===== config.mk =====
export PLATFORM = sky130hd
export DESIGN_NAME = cca_top
export DESIGN_NICKNAME = d
export VERILOG_FILES = /design/src/core/cca_pkg.sv /design/src/core/cca_tick.sv /design/src/core/cca_top.sv
export VERILOG_INCLUDE_DIRS = /design/src /design/src/core
export SDC_FILE = /design/constraint.sdc
export NUM_CORES = 1
export LEC_CHECK = 0
export ABC_CLOCK_PERIOD_IN_PS = 7250
export BUFFER_PORTS_ARGS = -buffer_cell sky130_fd_sc_hd__buf_2
export CORE_ASPECT_RATIO = 1.2
export CORE_MARGIN = 1
export CORE_UTILIZATION = 50
export CTS_BUF_LIST = sky130_fd_sc_hd__clkbuf_8
export DETAILED_ROUTE_END_ITERATION = 8
export PLACE_DENSITY_LB_ADDON = 0.25
export SLEW_MARGIN = 5
export SYNTH_ARGS = -nofsm -noshare
export SYNTH_HDL_FRONTEND = slang
export SYNTH_SLANG_ARGS = --single-unit

===== constraint.sdc =====
create_clock -name clk -period 7.25 [get_ports clk]
set_clock_uncertainty 0.15 [all_clocks]
set_input_delay 0.725 -clock clk [delete_from_list [all_inputs] [get_ports clk]]
set_output_delay 0.725 -clock clk [all_outputs]
set_load 0.1 [all_outputs]

===== src/core/cca_defs.svh =====
`ifndef CCA_DEFS_SVH
`define CCA_DEFS_SVH
// Operation
// binary time counts, 24-hour hours
// month lengths, leap every fourth year
// packed time word, six year bits
// software rereads until two reads agree
// software reads back each write
// locked interface ignores all writes
// per-field alarm enables, all enabled match
// alarm sets status, irq when enabled
// writing one clears alarm status
// alarm registers writable at any time
// alarm compared once per second
// every alarm sends wake to power unit
// system reset keeps time, alarm, control
// no initial value assumed at power-up
// seconds six bits, max 59
// minutes six bits, max 59
// hours five bits, max 23
// day five bits, first day is one
// month four bits, one to twelve
// year eight bits, 1900 plus count
// oscillator divided to one-second tick
// oscillator input passes a synchroniser

`define CCA_ADDR_W     12
`define CCA_OFS_SEC    12'h000
`define CCA_OFS_MIN    12'h004
`define CCA_OFS_HRS    12'h008
`define CCA_OFS_DOM    12'h00c
`define CCA_OFS_MON    12'h010
`define CCA_OFS_YR     12'h014
`define CCA_OFS_TIME   12'h018
`define CCA_OFS_ASEC   12'h01c
`define CCA_OFS_AMIN   12'h020
`define CCA_OFS_AHRS   12'h024
`define CCA_OFS_ADOM   12'h028
`define CCA_OFS_AMON   12'h02c
`define CCA_OFS_AYR    12'h030
`define CCA_OFS_ACTRL  12'h034
`define CCA_OFS_CTRL   12'h038

`define CCA_CTRL_INT_EN 0
`define CCA_CTRL_STATUS 1
`define CCA_AEN_SEC    0
`define CCA_AEN_MIN    1
`define CCA_AEN_HRS    2
`define CCA_AEN_DOM    3
`define CCA_AEN_MON    4
`define CCA_AEN_YR     5

`define CCA_SEC_LAST   6'h3b
`define CCA_MIN_LAST   6'h3b
`define CCA_HRS_LAST   5'h17
`define CCA_MON_LAST   4'hc
`define CCA_MON_FIRST  4'h1
`define CCA_DOM_FIRST  5'h01
`define CCA_OSC_DIV    32768
`endif


===== src/core/cca_pkg.sv =====
`default_nettype none
package cca_pkg;
  typedef logic [5:0] cca_sec_t;
  typedef logic [4:0] cca_hrs_t;
  typedef logic [4:0] cca_dom_t;
  typedef logic [3:0] cca_mon_t;
  typedef logic [7:0] cca_yr_t;
endpackage
`default_nettype wire


===== src/core/cca_tick.sv =====
`timescale 1ns/10ps
`default_nettype none
module cca_tick #(
  parameter int DIV = 32768
) (
  input  wire logic clk,
  input  wire logic rst,
  input  wire logic osc_pin,
  output logic      tick
);
  localparam int CW = $clog2(DIV);

  logic          s1;
  logic          s2;
  logic          s3;
  logic          settled;
  logic [CW-1:0] cnt;
  logic          rise;

  // first stage is read only by the second
  always_ff @(posedge clk or posedge rst) begin
    if (rst) begin
      s1 <= 1'b0;
      s2 <= 1'b0;
      s3 <= 1'b0;
    end else begin
      s1 <= osc_pin;
      s2 <= s1;
      s3 <= s2;
    end
  end

  // a level counts only once stages two and three agree
  assign rise = (s2 == s3) && s3 && !settled;

  always_ff @(posedge clk or posedge rst) begin
    if (rst) begin
      settled <= 1'b0;
    end else if (s2 == s3) begin
      settled <= s3;
    end
  end

  always_ff @(posedge clk or posedge rst) begin
    if (rst) begin
      cnt  <= '0;
      tick <= 1'b0;
    end else begin
      tick <= 1'b0;
      if (rise) begin
        if (cnt == CW'(DIV - 1)) begin
          cnt  <= '0;
          tick <= 1'b1;
        end else begin
          cnt <= cnt + 1'b1;
        end
      end
    end
  end
endmodule
`default_nettype wire


===== src/core/cca_top.sv =====
`timescale 1ns/10ps
`default_nettype none
`include "cca_defs.svh"
module cca_top #(
  parameter int TICK_DIV = `CCA_OSC_DIV
) (
  input  wire logic                   clk,
  input  wire logic                   rst,
  input  wire logic                   psel,
  input  wire logic                   penable,
  input  wire logic                   pwrite,
  input  wire logic [`CCA_ADDR_W-1:0] paddr,
  input  wire logic [31:0]            pwdata,
  output logic      [31:0]            prdata,
  output logic                        pready,
  output logic                        pslverr,
  input  wire logic                   osc_32k,
  input  wire logic                   write_lock,
  output logic                        alarm_irq,
  output logic                        power_management_unit_wake
);
  cca_pkg::cca_sec_t sec;
  cca_pkg::cca_sec_t min;
  cca_pkg::cca_hrs_t hrs;
  cca_pkg::cca_dom_t dom;
  cca_pkg::cca_mon_t mon;
  cca_pkg::cca_yr_t  yr;
  cca_pkg::cca_sec_t a_sec;
  cca_pkg::cca_sec_t a_min;
  cca_pkg::cca_hrs_t a_hrs;
  cca_pkg::cca_dom_t a_dom;
  cca_pkg::cca_mon_t a_mon;
  cca_pkg::cca_yr_t  a_yr;
  logic [5:0]        alarm_field_enables;
  logic              int_en;
  logic              status;
  logic              tick;
  logic              cmp_pending;
  logic [5:0]        field_eq;
  logic              fire;
  logic              wr_ok;
  logic              c_sec;
  logic              c_min;
  logic              c_hrs;
  logic              c_dom;
  logic              c_mon;
  logic [31:0]       next_prdata;
  logic              next_pslverr;

  // leap test on the low year bits also makes 1900 and 2100 leap
  function automatic cca_pkg::cca_dom_t days_in_month(
    input cca_pkg::cca_mon_t m,
    input cca_pkg::cca_yr_t  y
  );
    case (m)
      4'h2:    days_in_month = (y[1:0] == 2'h0) ? 5'h1d : 5'h1c;
      4'h4,
      4'h6,
      4'h9,
      4'hb:    days_in_month = 5'h1e;
      default: days_in_month = 5'h1f;
    endcase
  endfunction

  function automatic logic is_write(input logic [`CCA_ADDR_W-1:0] a);
    is_write = wr_ok && (paddr == a);
  endfunction

  cca_tick #(
    .DIV     (TICK_DIV)
  ) u_tick (
    .clk     (clk),
    .rst     (rst),
    .osc_pin (osc_32k),
    .tick    (tick)
  );

  assign pready = 1'b1;
  assign wr_ok  = psel && penable && pwrite && !write_lock;

  // >= rather than == so an out-of-range write still wraps
  assign c_sec = tick && (sec >= `CCA_SEC_LAST);
  assign c_min = c_sec && (min >= `CCA_MIN_LAST);
  assign c_hrs = c_min && (hrs >= `CCA_HRS_LAST);
  assign c_dom = c_hrs && (dom >= days_in_month(mon, yr));
  assign c_mon = c_dom && (mon >= `CCA_MON_LAST);

  // time registers have no reset: they survive system reset
  always_ff @(posedge clk) begin
    if (is_write(`CCA_OFS_SEC)) begin
      sec <= pwdata[5:0];
    end else if (tick) begin
      sec <= c_sec ? 6'h00 : sec + 6'h01;
    end
  end

  always_ff @(posedge clk) begin
    if (is_write(`CCA_OFS_MIN)) begin
      min <= pwdata[5:0];
    end else if (c_sec) begin
      min <= c_min ? 6'h00 : min + 6'h01;
    end
  end

  always_ff @(posedge clk) begin
    if (is_write(`CCA_OFS_HRS)) begin
      hrs <= pwdata[4:0];
    end else if (c_min) begin
      hrs <= c_hrs ? 5'h00 : hrs + 5'h01;
    end
  end

  always_ff @(posedge clk) begin
    if (is_write(`CCA_OFS_DOM)) begin
      dom <= pwdata[4:0];
    end else if (c_hrs) begin
      dom <= c_dom ? `CCA_DOM_FIRST : dom + 5'h01;
    end
  end

  always_ff @(posedge clk) begin
    if (is_write(`CCA_OFS_MON)) begin
      mon <= pwdata[3:0];
    end else if (c_dom) begin
      mon <= c_mon ? `CCA_MON_FIRST : mon + 4'h1;
    end
  end

  always_ff @(posedge clk) begin
    if (is_write(`CCA_OFS_YR)) begin
      yr <= pwdata[7:0];
    end else if (c_mon) begin
      yr <= yr + 8'h01;
    end
  end

  // set-points and enables accept writes whatever the alarm state
  always_ff @(posedge clk) begin
    if (is_write(`CCA_OFS_ASEC)) a_sec <= pwdata[5:0];
    if (is_write(`CCA_OFS_AMIN)) a_min <= pwdata[5:0];
    if (is_write(`CCA_OFS_AHRS)) a_hrs <= pwdata[4:0];
    if (is_write(`CCA_OFS_ADOM)) a_dom <= pwdata[4:0];
    if (is_write(`CCA_OFS_AMON)) a_mon <= pwdata[3:0];
    if (is_write(`CCA_OFS_AYR))  a_yr  <= pwdata[7:0];
    if (is_write(`CCA_OFS_ACTRL)) begin
      alarm_field_enables <= pwdata[5:0];
    end
  end

  // compare the cycle after the tick, once the counts have settled
  always_ff @(posedge clk or posedge rst) begin
    if (rst) begin
      cmp_pending <= 1'b0;
    end else begin
      cmp_pending <= tick;
    end
  end

  assign field_eq[`CCA_AEN_SEC] = (sec == a_sec);
  assign field_eq[`CCA_AEN_MIN] = (min == a_min);
  assign field_eq[`CCA_AEN_HRS] = (hrs == a_hrs);
  assign field_eq[`CCA_AEN_DOM] = (dom == a_dom);
  assign field_eq[`CCA_AEN_MON] = (mon == a_mon);
  assign field_eq[`CCA_AEN_YR]  = (yr == a_yr);
  assign fire = cmp_pending && (&(field_eq | ~alarm_field_enables));

  // status and enable are control state and keep their value too
  always_ff @(posedge clk) begin
    if (fire) begin
      status <= 1'b1;
    end else if (is_write(`CCA_OFS_CTRL) && pwdata[`CCA_CTRL_STATUS]) begin
      status <= 1'b0;
    end
    if (is_write(`CCA_OFS_CTRL)) begin
      int_en <= pwdata[`CCA_CTRL_INT_EN];
    end
  end

  assign alarm_irq = status && int_en;

  always_ff @(posedge clk or posedge rst) begin
    if (rst) begin
      power_management_unit_wake <= 1'b0;
    end else begin
      power_management_unit_wake <= fire;
    end
  end

  always_comb begin
    next_prdata  = 32'h0000_0000;
    next_pslverr = 1'b0;
    case (paddr)
      `CCA_OFS_SEC:   next_prdata[5:0] = sec;
      `CCA_OFS_MIN:   next_prdata[5:0] = min;
      `CCA_OFS_HRS:   next_prdata[4:0] = hrs;
      `CCA_OFS_DOM:   next_prdata[4:0] = dom;
      `CCA_OFS_MON:   next_prdata[3:0] = mon;
      `CCA_OFS_YR:    next_prdata[7:0] = yr;
      `CCA_OFS_TIME:  next_prdata = {yr[5:0], mon, dom, hrs, min, sec};
      `CCA_OFS_ASEC:  next_prdata[5:0] = a_sec;
      `CCA_OFS_AMIN:  next_prdata[5:0] = a_min;
      `CCA_OFS_AHRS:  next_prdata[4:0] = a_hrs;
      `CCA_OFS_ADOM:  next_prdata[4:0] = a_dom;
      `CCA_OFS_AMON:  next_prdata[3:0] = a_mon;
      `CCA_OFS_AYR:   next_prdata[7:0] = a_yr;
      `CCA_OFS_ACTRL: next_prdata[5:0] = alarm_field_enables;
      `CCA_OFS_CTRL: begin
        next_prdata[`CCA_CTRL_INT_EN] = int_en;
        next_prdata[`CCA_CTRL_STATUS] = status;
      end
      default:        next_pslverr = 1'b1;
    endcase
  end

  // sampled in the setup phase so data is steady through the access phase
  always_ff @(posedge clk or posedge rst) begin
    if (rst) begin
      prdata  <= 32'h0000_0000;
      pslverr <= 1'b0;
    end else if (psel && !penable) begin
      prdata  <= next_prdata;
      pslverr <= next_pslverr;
    end
  end
endmodule
`default_nettype wire


## Word level (Yosys, flattened, before mapping)

Cells that the tools add are included.
W data, S select, Z words.

| operators by class | value |
|---|---|
| bitwise operators | 2 |
| equality and inequality tests | 27 |
| $add $sub $neg | 7 |
| order comparisons | 5 |
| multiplexer cells | 29 |
| reductions and logical operators | 43 |

Operators with widths:

| cell | count |
|---|---|
| $eq A12 B6 Y1 const B | 7 |
| $eq A12 B5 Y1 const B | 4 |
| $mux W6 | 6 |
| $mux W5 | 6 |
| $logic_and A1 B1 Y1 | 28 |
| $pmux W2 S14 | 1 |
| $pmux W2 S13 | 1 |
| $eq A12 B4 Y1 const B | 2 |
| $mux W24 | 1 |
| $mux W8 | 2 |
| $add A15 B1 Y15 const B | 1 |
| $eq A15 B15 Y1 const B | 1 |
| $mux W15 | 1 |
| $reduce_or A15 Y1 | 1 |
| $add A6 B1 Y6 const B | 2 |
| $eq A12 B3 Y1 const B | 1 |
| $eq A6 B6 Y1 | 2 |
| $ge A6 B6 Y1 const B | 2 |
| $logic_not A12 Y1 | 1 |
| $mux W4 | 3 |
| $reduce_bool A2 Y1 | 6 |
| $pmux W1 S11 | 1 |
| $add A5 B1 Y5 const B | 2 |
| $eq A5 B5 Y1 | 2 |
| other kinds (22) | 29 |

| word-level totals | value |
|---|---|
| output and inout port bits | 36 |
| bits in registers | 131 |
| bits of input ports | 51 |
| word-level logic and storage cells | 138 |

## Longest topological paths before layout

| depth | value |
|---|---|
| depth in word-level cells | 9 |
| depth in mapped cells | 12 |
| mapped depth without buffers | 11 |

## Cells and area by module

From an unflattened synthesis, not the netlist that was laid out.

| unflattened totals | value |
|---|---|
| cells, all modules | 613 |
| area total of the unflattened synthesis | 7070.5 um^2 |

By module, submodules not included:

| module | times used | cells an instance | seq. area each (um^2) | area each (um^2) |
|---|---|---|---|---|
| cca_top | 1 | 536 | 3148.0 | 6173.4 |
| cca_tick | 1 | 77 | 500.5 | 897.1 |

## Least setup slack after synthesis

No wires, ideal clock.

| timing | value |
|---|---|
| kind | input to register |
| from | input paddr[1] |
| to | register a_yr[0] (enable) |
| required time | 6.705 ns |
| buffers on the path | 1 |
| stages | 4 |
| setup time | 0.395 ns |
| arrival time | 2.666 ns |
| path slack | 4.040 ns |
| cells stage by stage | or4_4 or3_1 buf_2 nor4_1 |

| between the ends | value |
|---|---|
| longest elaborated chain between the ends | 2 |

Ends and longest elaborated chain:

| what | RTL line | source |
|---|---|---|
| from (decl) | cca_top.sv:12 | `` input wire logic [`CCA_ADDR_W-1:0] paddr, `` |
| $eq A12 B6 Y1 | cca_top.sv:66 | `is_write = wr_ok && (paddr == a);` |
| $logic_and A1 B1 Y1 | cca_top.sv:66 |  |
| to (signal assigned) | cca_top.sv:144 | `` if (is_write(`CCA_OFS_AYR)) a_yr <= pwdata[7:0]; `` |
| to (decl) | cca_top.sv:33 | `cca_pkg::cca_yr_t a_yr;` |

No other way between the ends.
A chain may end at the register's enable or synchronous reset.

## Worst setup path in the final report

| timing | value |
|---|---|
| from | register min[0] |
| to | register dom[2] (data pin) |

| between the ends | value |
|---|---|
| longest elaborated chain between the ends | 7 |

Ends and longest elaborated chain:

| what | RTL line | source |
|---|---|---|
| from (decl) | cca_top.sv:23 | `cca_pkg::cca_sec_t min;` |
| from (signal assigned) | cca_top.sv:99 | `min <= pwdata[5:0];` |
| from (signal assigned) | cca_top.sv:101 | `min <= c_min ? 6'h00 : min + 6'h01;` |
| $ge A6 B6 Y1 (no line) | - |  |
| $logic_and A1 B1 Y1 | cca_top.sv:83 | `` assign c_min = c_sec && (min >= `CCA_MIN_LAST); `` |
| $logic_and A1 B1 Y1 | cca_top.sv:84 | `` assign c_hrs = c_min && (hrs >= `CCA_HRS_LAST); `` |
| $logic_and A1 B1 Y1 | cca_top.sv:85 | `assign c_dom = c_hrs && (dom >= days_in_month(mon, yr));` |
| $mux W5 | cca_top.sv:117 | `` dom <= c_dom ? `CCA_DOM_FIRST : dom + 5'h01; `` |
| $mux W5 | cca_top.sv:116 | `end else if (c_hrs) begin` |
| $mux W5 | cca_top.sv:114 | `` if (is_write(`CCA_OFS_DOM)) begin `` |
| to (signal assigned) | cca_top.sv:115 | `dom <= pwdata[4:0];` |
| to (signal assigned) | cca_top.sv:117 |  |
| to (decl) | cca_top.sv:25 | `cca_pkg::cca_dom_t dom;` |

No other way between the ends. The select of a mux whose other input is x is not followed.

==> summary by stage <==
Outcome
The flow ran to the end, and the final reports show no timing, DRC or antenna violations.

Drt
The final routed DRC violation total is 0. The first detailed-routing pass ran for 5 iterations. Once detail routing completed, the nets flagged for antenna violations numbered 0.

Dividing the detail-routed wire length by the instance count gives 22.63 um. The routed via count divided by cell count is 6.199. After the first detailed-routing iteration, the DRC count stood at 396. The total number of vias is 5331.

Wires add up to 19460 um.

Synth
The sequential fraction of the synthesis area is 51.98%. During synthesis, Yosys emitted a total of 0 warnings. The post-synthesis average cell area is 10.97 um^2. The post-synthesis net count is 705. The number of storage elements in the synthesis netlist is 131. Synthesis handed over a netlist of 640 instances. For this run, the leading register cell type out of synthesis is sky130_fd_sc_hd__edfxtp_1. After synthesis the cells add up to 7019 um^2. The post-synthesis cell type count is 70. The dominant cell type by area after synthesis is sky130_fd_sc_hd__edfxtp_1. The top-area cell type share of the netlist area is 32.09%. In this run, synthesis inferred 75 flip-flops with an integrated enable. After synthesis, the cell types taking the most area are sky130_fd_sc_hd__edfxtp_1, sky130_fd_sc_hd__dfrtp_1, sky130_fd_sc_hd__xnor2_1.

After synthesis, the share of flip-flops with an asynchronous set or reset is 41.98%.

Die
The number of rows in the core area is 47. The height of the chip is 131.8 um. The die covers 14520 um^2. Once the floorplan was initialized, standard cells occupied 51.01% of the core.

The floorplan step set the die width to 110.2 um. The number of placed I/O pins is 87. The total core area is 13760 um^2.

Finish
The layout has 1188 filler cells. The final design instance area without fill is 7811 um^2. The commonest non-fill, non-tap cell in the layout is sky130_fd_sc_hd__edfxtp_1. In the layout the commonest cells are sky130_fd_sc_hd__edfxtp_1, sky130_fd_sc_hd__buf_2, sky130_fd_sc_hd__dfrtp_1. The area added between synthesis and finish is 11.28%.

For this run, the post-layout net count is 741. The share of post-route cells with drive strength above 1 is 17.42%. The number of antenna diodes in the final layout is 0.

Min path
The class of the most critical hold timing path is register to register. For hold timing, the worst endpoint is u_tick.s2. The instance count along the most critical hold path is 0.

The worst min-delay path startpoint is u_tick.s1.

Global route
Summed over all layers, the global routing overflow is 0. Global routing used 28.34% of the available tracks. The first-pass GRT wire length is 29940 um. The initial antenna violation count came to 0. The number of global-route vias before repair came to 5415. Entering global routing, the biggest net connects 56 pins.

Clock tree
Clock tree synthesis found a total of 131 sinks. Hold repair after CTS inserted 0 buffers. The buffer type at the clock tree root is sky130_fd_sc_hd__clkbuf_8.

Clock-pin slew was measured on the worst setup and hold paths at 80 ps. The number of post-CTS setup repair buffers is 0. TritonCTS built the clock tree. The deepest level of the CTS H-tree is 4. The number of buffers inserted during clock tree synthesis is 17.

The later pin in the worst-skew pair is clocked with a latency of 460 ps. Post-CTS repair changed the size of 0 cells. The clock passes through at most 2 buffers.

STA
The count of endpoints failing setup in the final report is 0. The worst pin sits at a relative slew slack of 20.93%. Subtracting the final worst setup slack from the clock period gives 3256 ps.

The achievable frequency is 0.3072 GHz. The max-slew violation total from the final report came to 0. Setup repair after global routing left no endpoint under its margin. The total negative slack for setup checks is 0 ps. The number of failing hold endpoints at the final stage is 0. Of the available clock period, the critical path in the final layout requires 44.90%. The actual slew at the worst max-slew pin is 1175 ps.

Critical path
For the worst setup path, the data arrival time is 3320 ps. STA classifies the critical path startpoint as a register. The critical path required time is 7310 ps.

STA classifies the critical path endpoint as a register. The setup check on the worst reg-to-reg path leaves a slack of 3990 ps. The worst setup path is of the register to register kind. The critical register-to-register path endpoint is dom[2]. The worst register-to-register path has a depth of 7. The startpoint of the most critical register-to-register path is min[0]. Of all nets on the critical path, the largest fanout is 6.

Job
The count of maximum capacitance violations is 0.

Power and ir drop
The power per standard cell area is 205.1 nW/um^2. VDD sags by at most 142.0 uV. The analysis attributes to cell leakage a power of 3.090 nW.

Place
Port buffering added 61 buffers. Once detailed placement completed, the half-perimeter wirelength came to 14230 um. The placed instances occupy a cell area of 7363 um^2.

The global placer's final weighted congestion is 0.9536.
-- through the flow --
stage | instances | power, W | setup slack (ps) | util, % | hold slack [ps]
finish | 860 | 0.001602 | 3995 | 56.76 | 206.7
global route | 860 | 0.001651 | 3805 | 56.76 | 205.5
CTS | 860 | 0.001614 | 4001 | 56.76 | 205.8
detailed placement | 828 | 0.0009227 | 3639 | 53.51 | 189.4
global placement | 828 | 0.0009195 | 3637 | 53.51 | 184.7
floorplan | 640 | 0.0008861 | 4040 | - | 181.2
-- state kept, by name, summed over array words and instances, names as in the netlist, 6 cells and up --
register and flops:
u_tick.cnt 15, yr 8, prdata 32, a_sec 6, a_yr 8, alarm_field_enables 6, min 6, sec 6
a_min 6
-- synth_stat cells, types with 4 or more instances --
cell	n
sky130_fd_sc_hd__and2_1	4
sky130_fd_sc_hd__nand2b_1	6
sky130_fd_sc_hd__nand2_1	51
sky130_fd_sc_hd__o22ai_1	6
sky130_fd_sc_hd__a31oi_1	4
sky130_fd_sc_hd__mux2_2	5
sky130_fd_sc_hd__o21ai_0	28
sky130_fd_sc_hd__a21o_1	5
sky130_fd_sc_hd__or2_2	7
sky130_fd_sc_hd__clkbuf_1	32
sky130_fd_sc_hd__xor2_1	28
sky130_fd_sc_hd__nor3_1	14
sky130_fd_sc_hd__mux2i_1	12
sky130_fd_sc_hd__ha_1	14
sky130_fd_sc_hd__nand3_1	30
sky130_fd_sc_hd__nor4_1	6
sky130_fd_sc_hd__xnor2_1	40
sky130_fd_sc_hd__dfrtp_1	55
sky130_fd_sc_hd__a22oi_1	7
sky130_fd_sc_hd__nor2b_1	6
sky130_fd_sc_hd__or4_1	4
sky130_fd_sc_hd__inv_1	15
sky130_fd_sc_hd__edfxtp_1	75
sky130_fd_sc_hd__a22o_1	34
sky130_fd_sc_hd__a21oi_1	9
sky130_fd_sc_hd__nor2_1	33
sky130_fd_sc_hd__o31ai_1	13
sky130_fd_sc_hd__a211o_1	5
sky130_fd_sc_hd__and3_1	6
sky130_fd_sc_hd__nand4_1	14
sky130_fd_sc_hd__buf_2	8
-- layer usage --
layer	GRT usage [%]	vias up	share of wire, %
li1	-	2458	-
met1	36.39	2600	42
met2	43.82	209	47
met3	6.822	64	6.0
met4	15.35	0	4.6
met5	0	-	0
-- cell families (layout without fill, tap and decap cells) --
logic type	count (synthesis)	in the layout	synth area share, %
and+or+nand+nor	200	200	15.22
AOI/OAI and AO/OA	145	145	15.42
DFF	131	131	51.98
xor gates and xnor gates	68	68	8.485
buffers and inverters	64	113	3.832
muxes	17	17	2.513
adders and majority gates	14	14	2.496
other	1	1	0.05342
-- where the power goes --
group | switching [W] | leakage [nW] | internal, W
registers | 0.0000142 | 1.35 | 0.000798
clock network | 0.000289 | 0.217 | 0.000405
logic | 0.0000649 | 1.52 | 0.0000309
total | 0.000368 | 3.09 | 0.00123
-- how the worst max path moves through the flow --
stage | cells past startpoint | from | slack [ps] | to
floorplan | 4 | paddr[1] | 4040 | a_yr[0]
global placement | 5 | paddr[1] | 3640 | min[3]
detailed placement | 4 | paddr[1] | 3640 | a_min[3]
CTS | 7 | min[0] | 4000 | dom[2]
global route | 7 | min[0] | 3810 | dom[2]
finish | 7 | min[0] | 3990 | dom[2]
-- layout make-up --
type                       count  area [um^2]  share of cell area (%)
tap                          171        214.0                   2.739
sequential                   131         3649                   46.71
timing repair buffer          66        342.8                   4.389
multi-input combinational    445         3102                   39.71
inverter                      15        56.30                  0.7208
clock buffer                  17        234.0                   2.995
clock inverter                15        214.0                   2.739
-- critical path, cell delays in order, from the launching register on --
cell,delay [ps]
sky130_fd_sc_hd__edfxtp_1,560
sky130_fd_sc_hd__ha_1,290
sky130_fd_sc_hd__o2111ai_1,150
sky130_fd_sc_hd__nor3_1,570
sky130_fd_sc_hd__buf_4,270
sky130_fd_sc_hd__nor4b_1,560
sky130_fd_sc_hd__nor2_1,220
sky130_fd_sc_hd__a22o_1,240
Power figures use the tool's default switching activity.
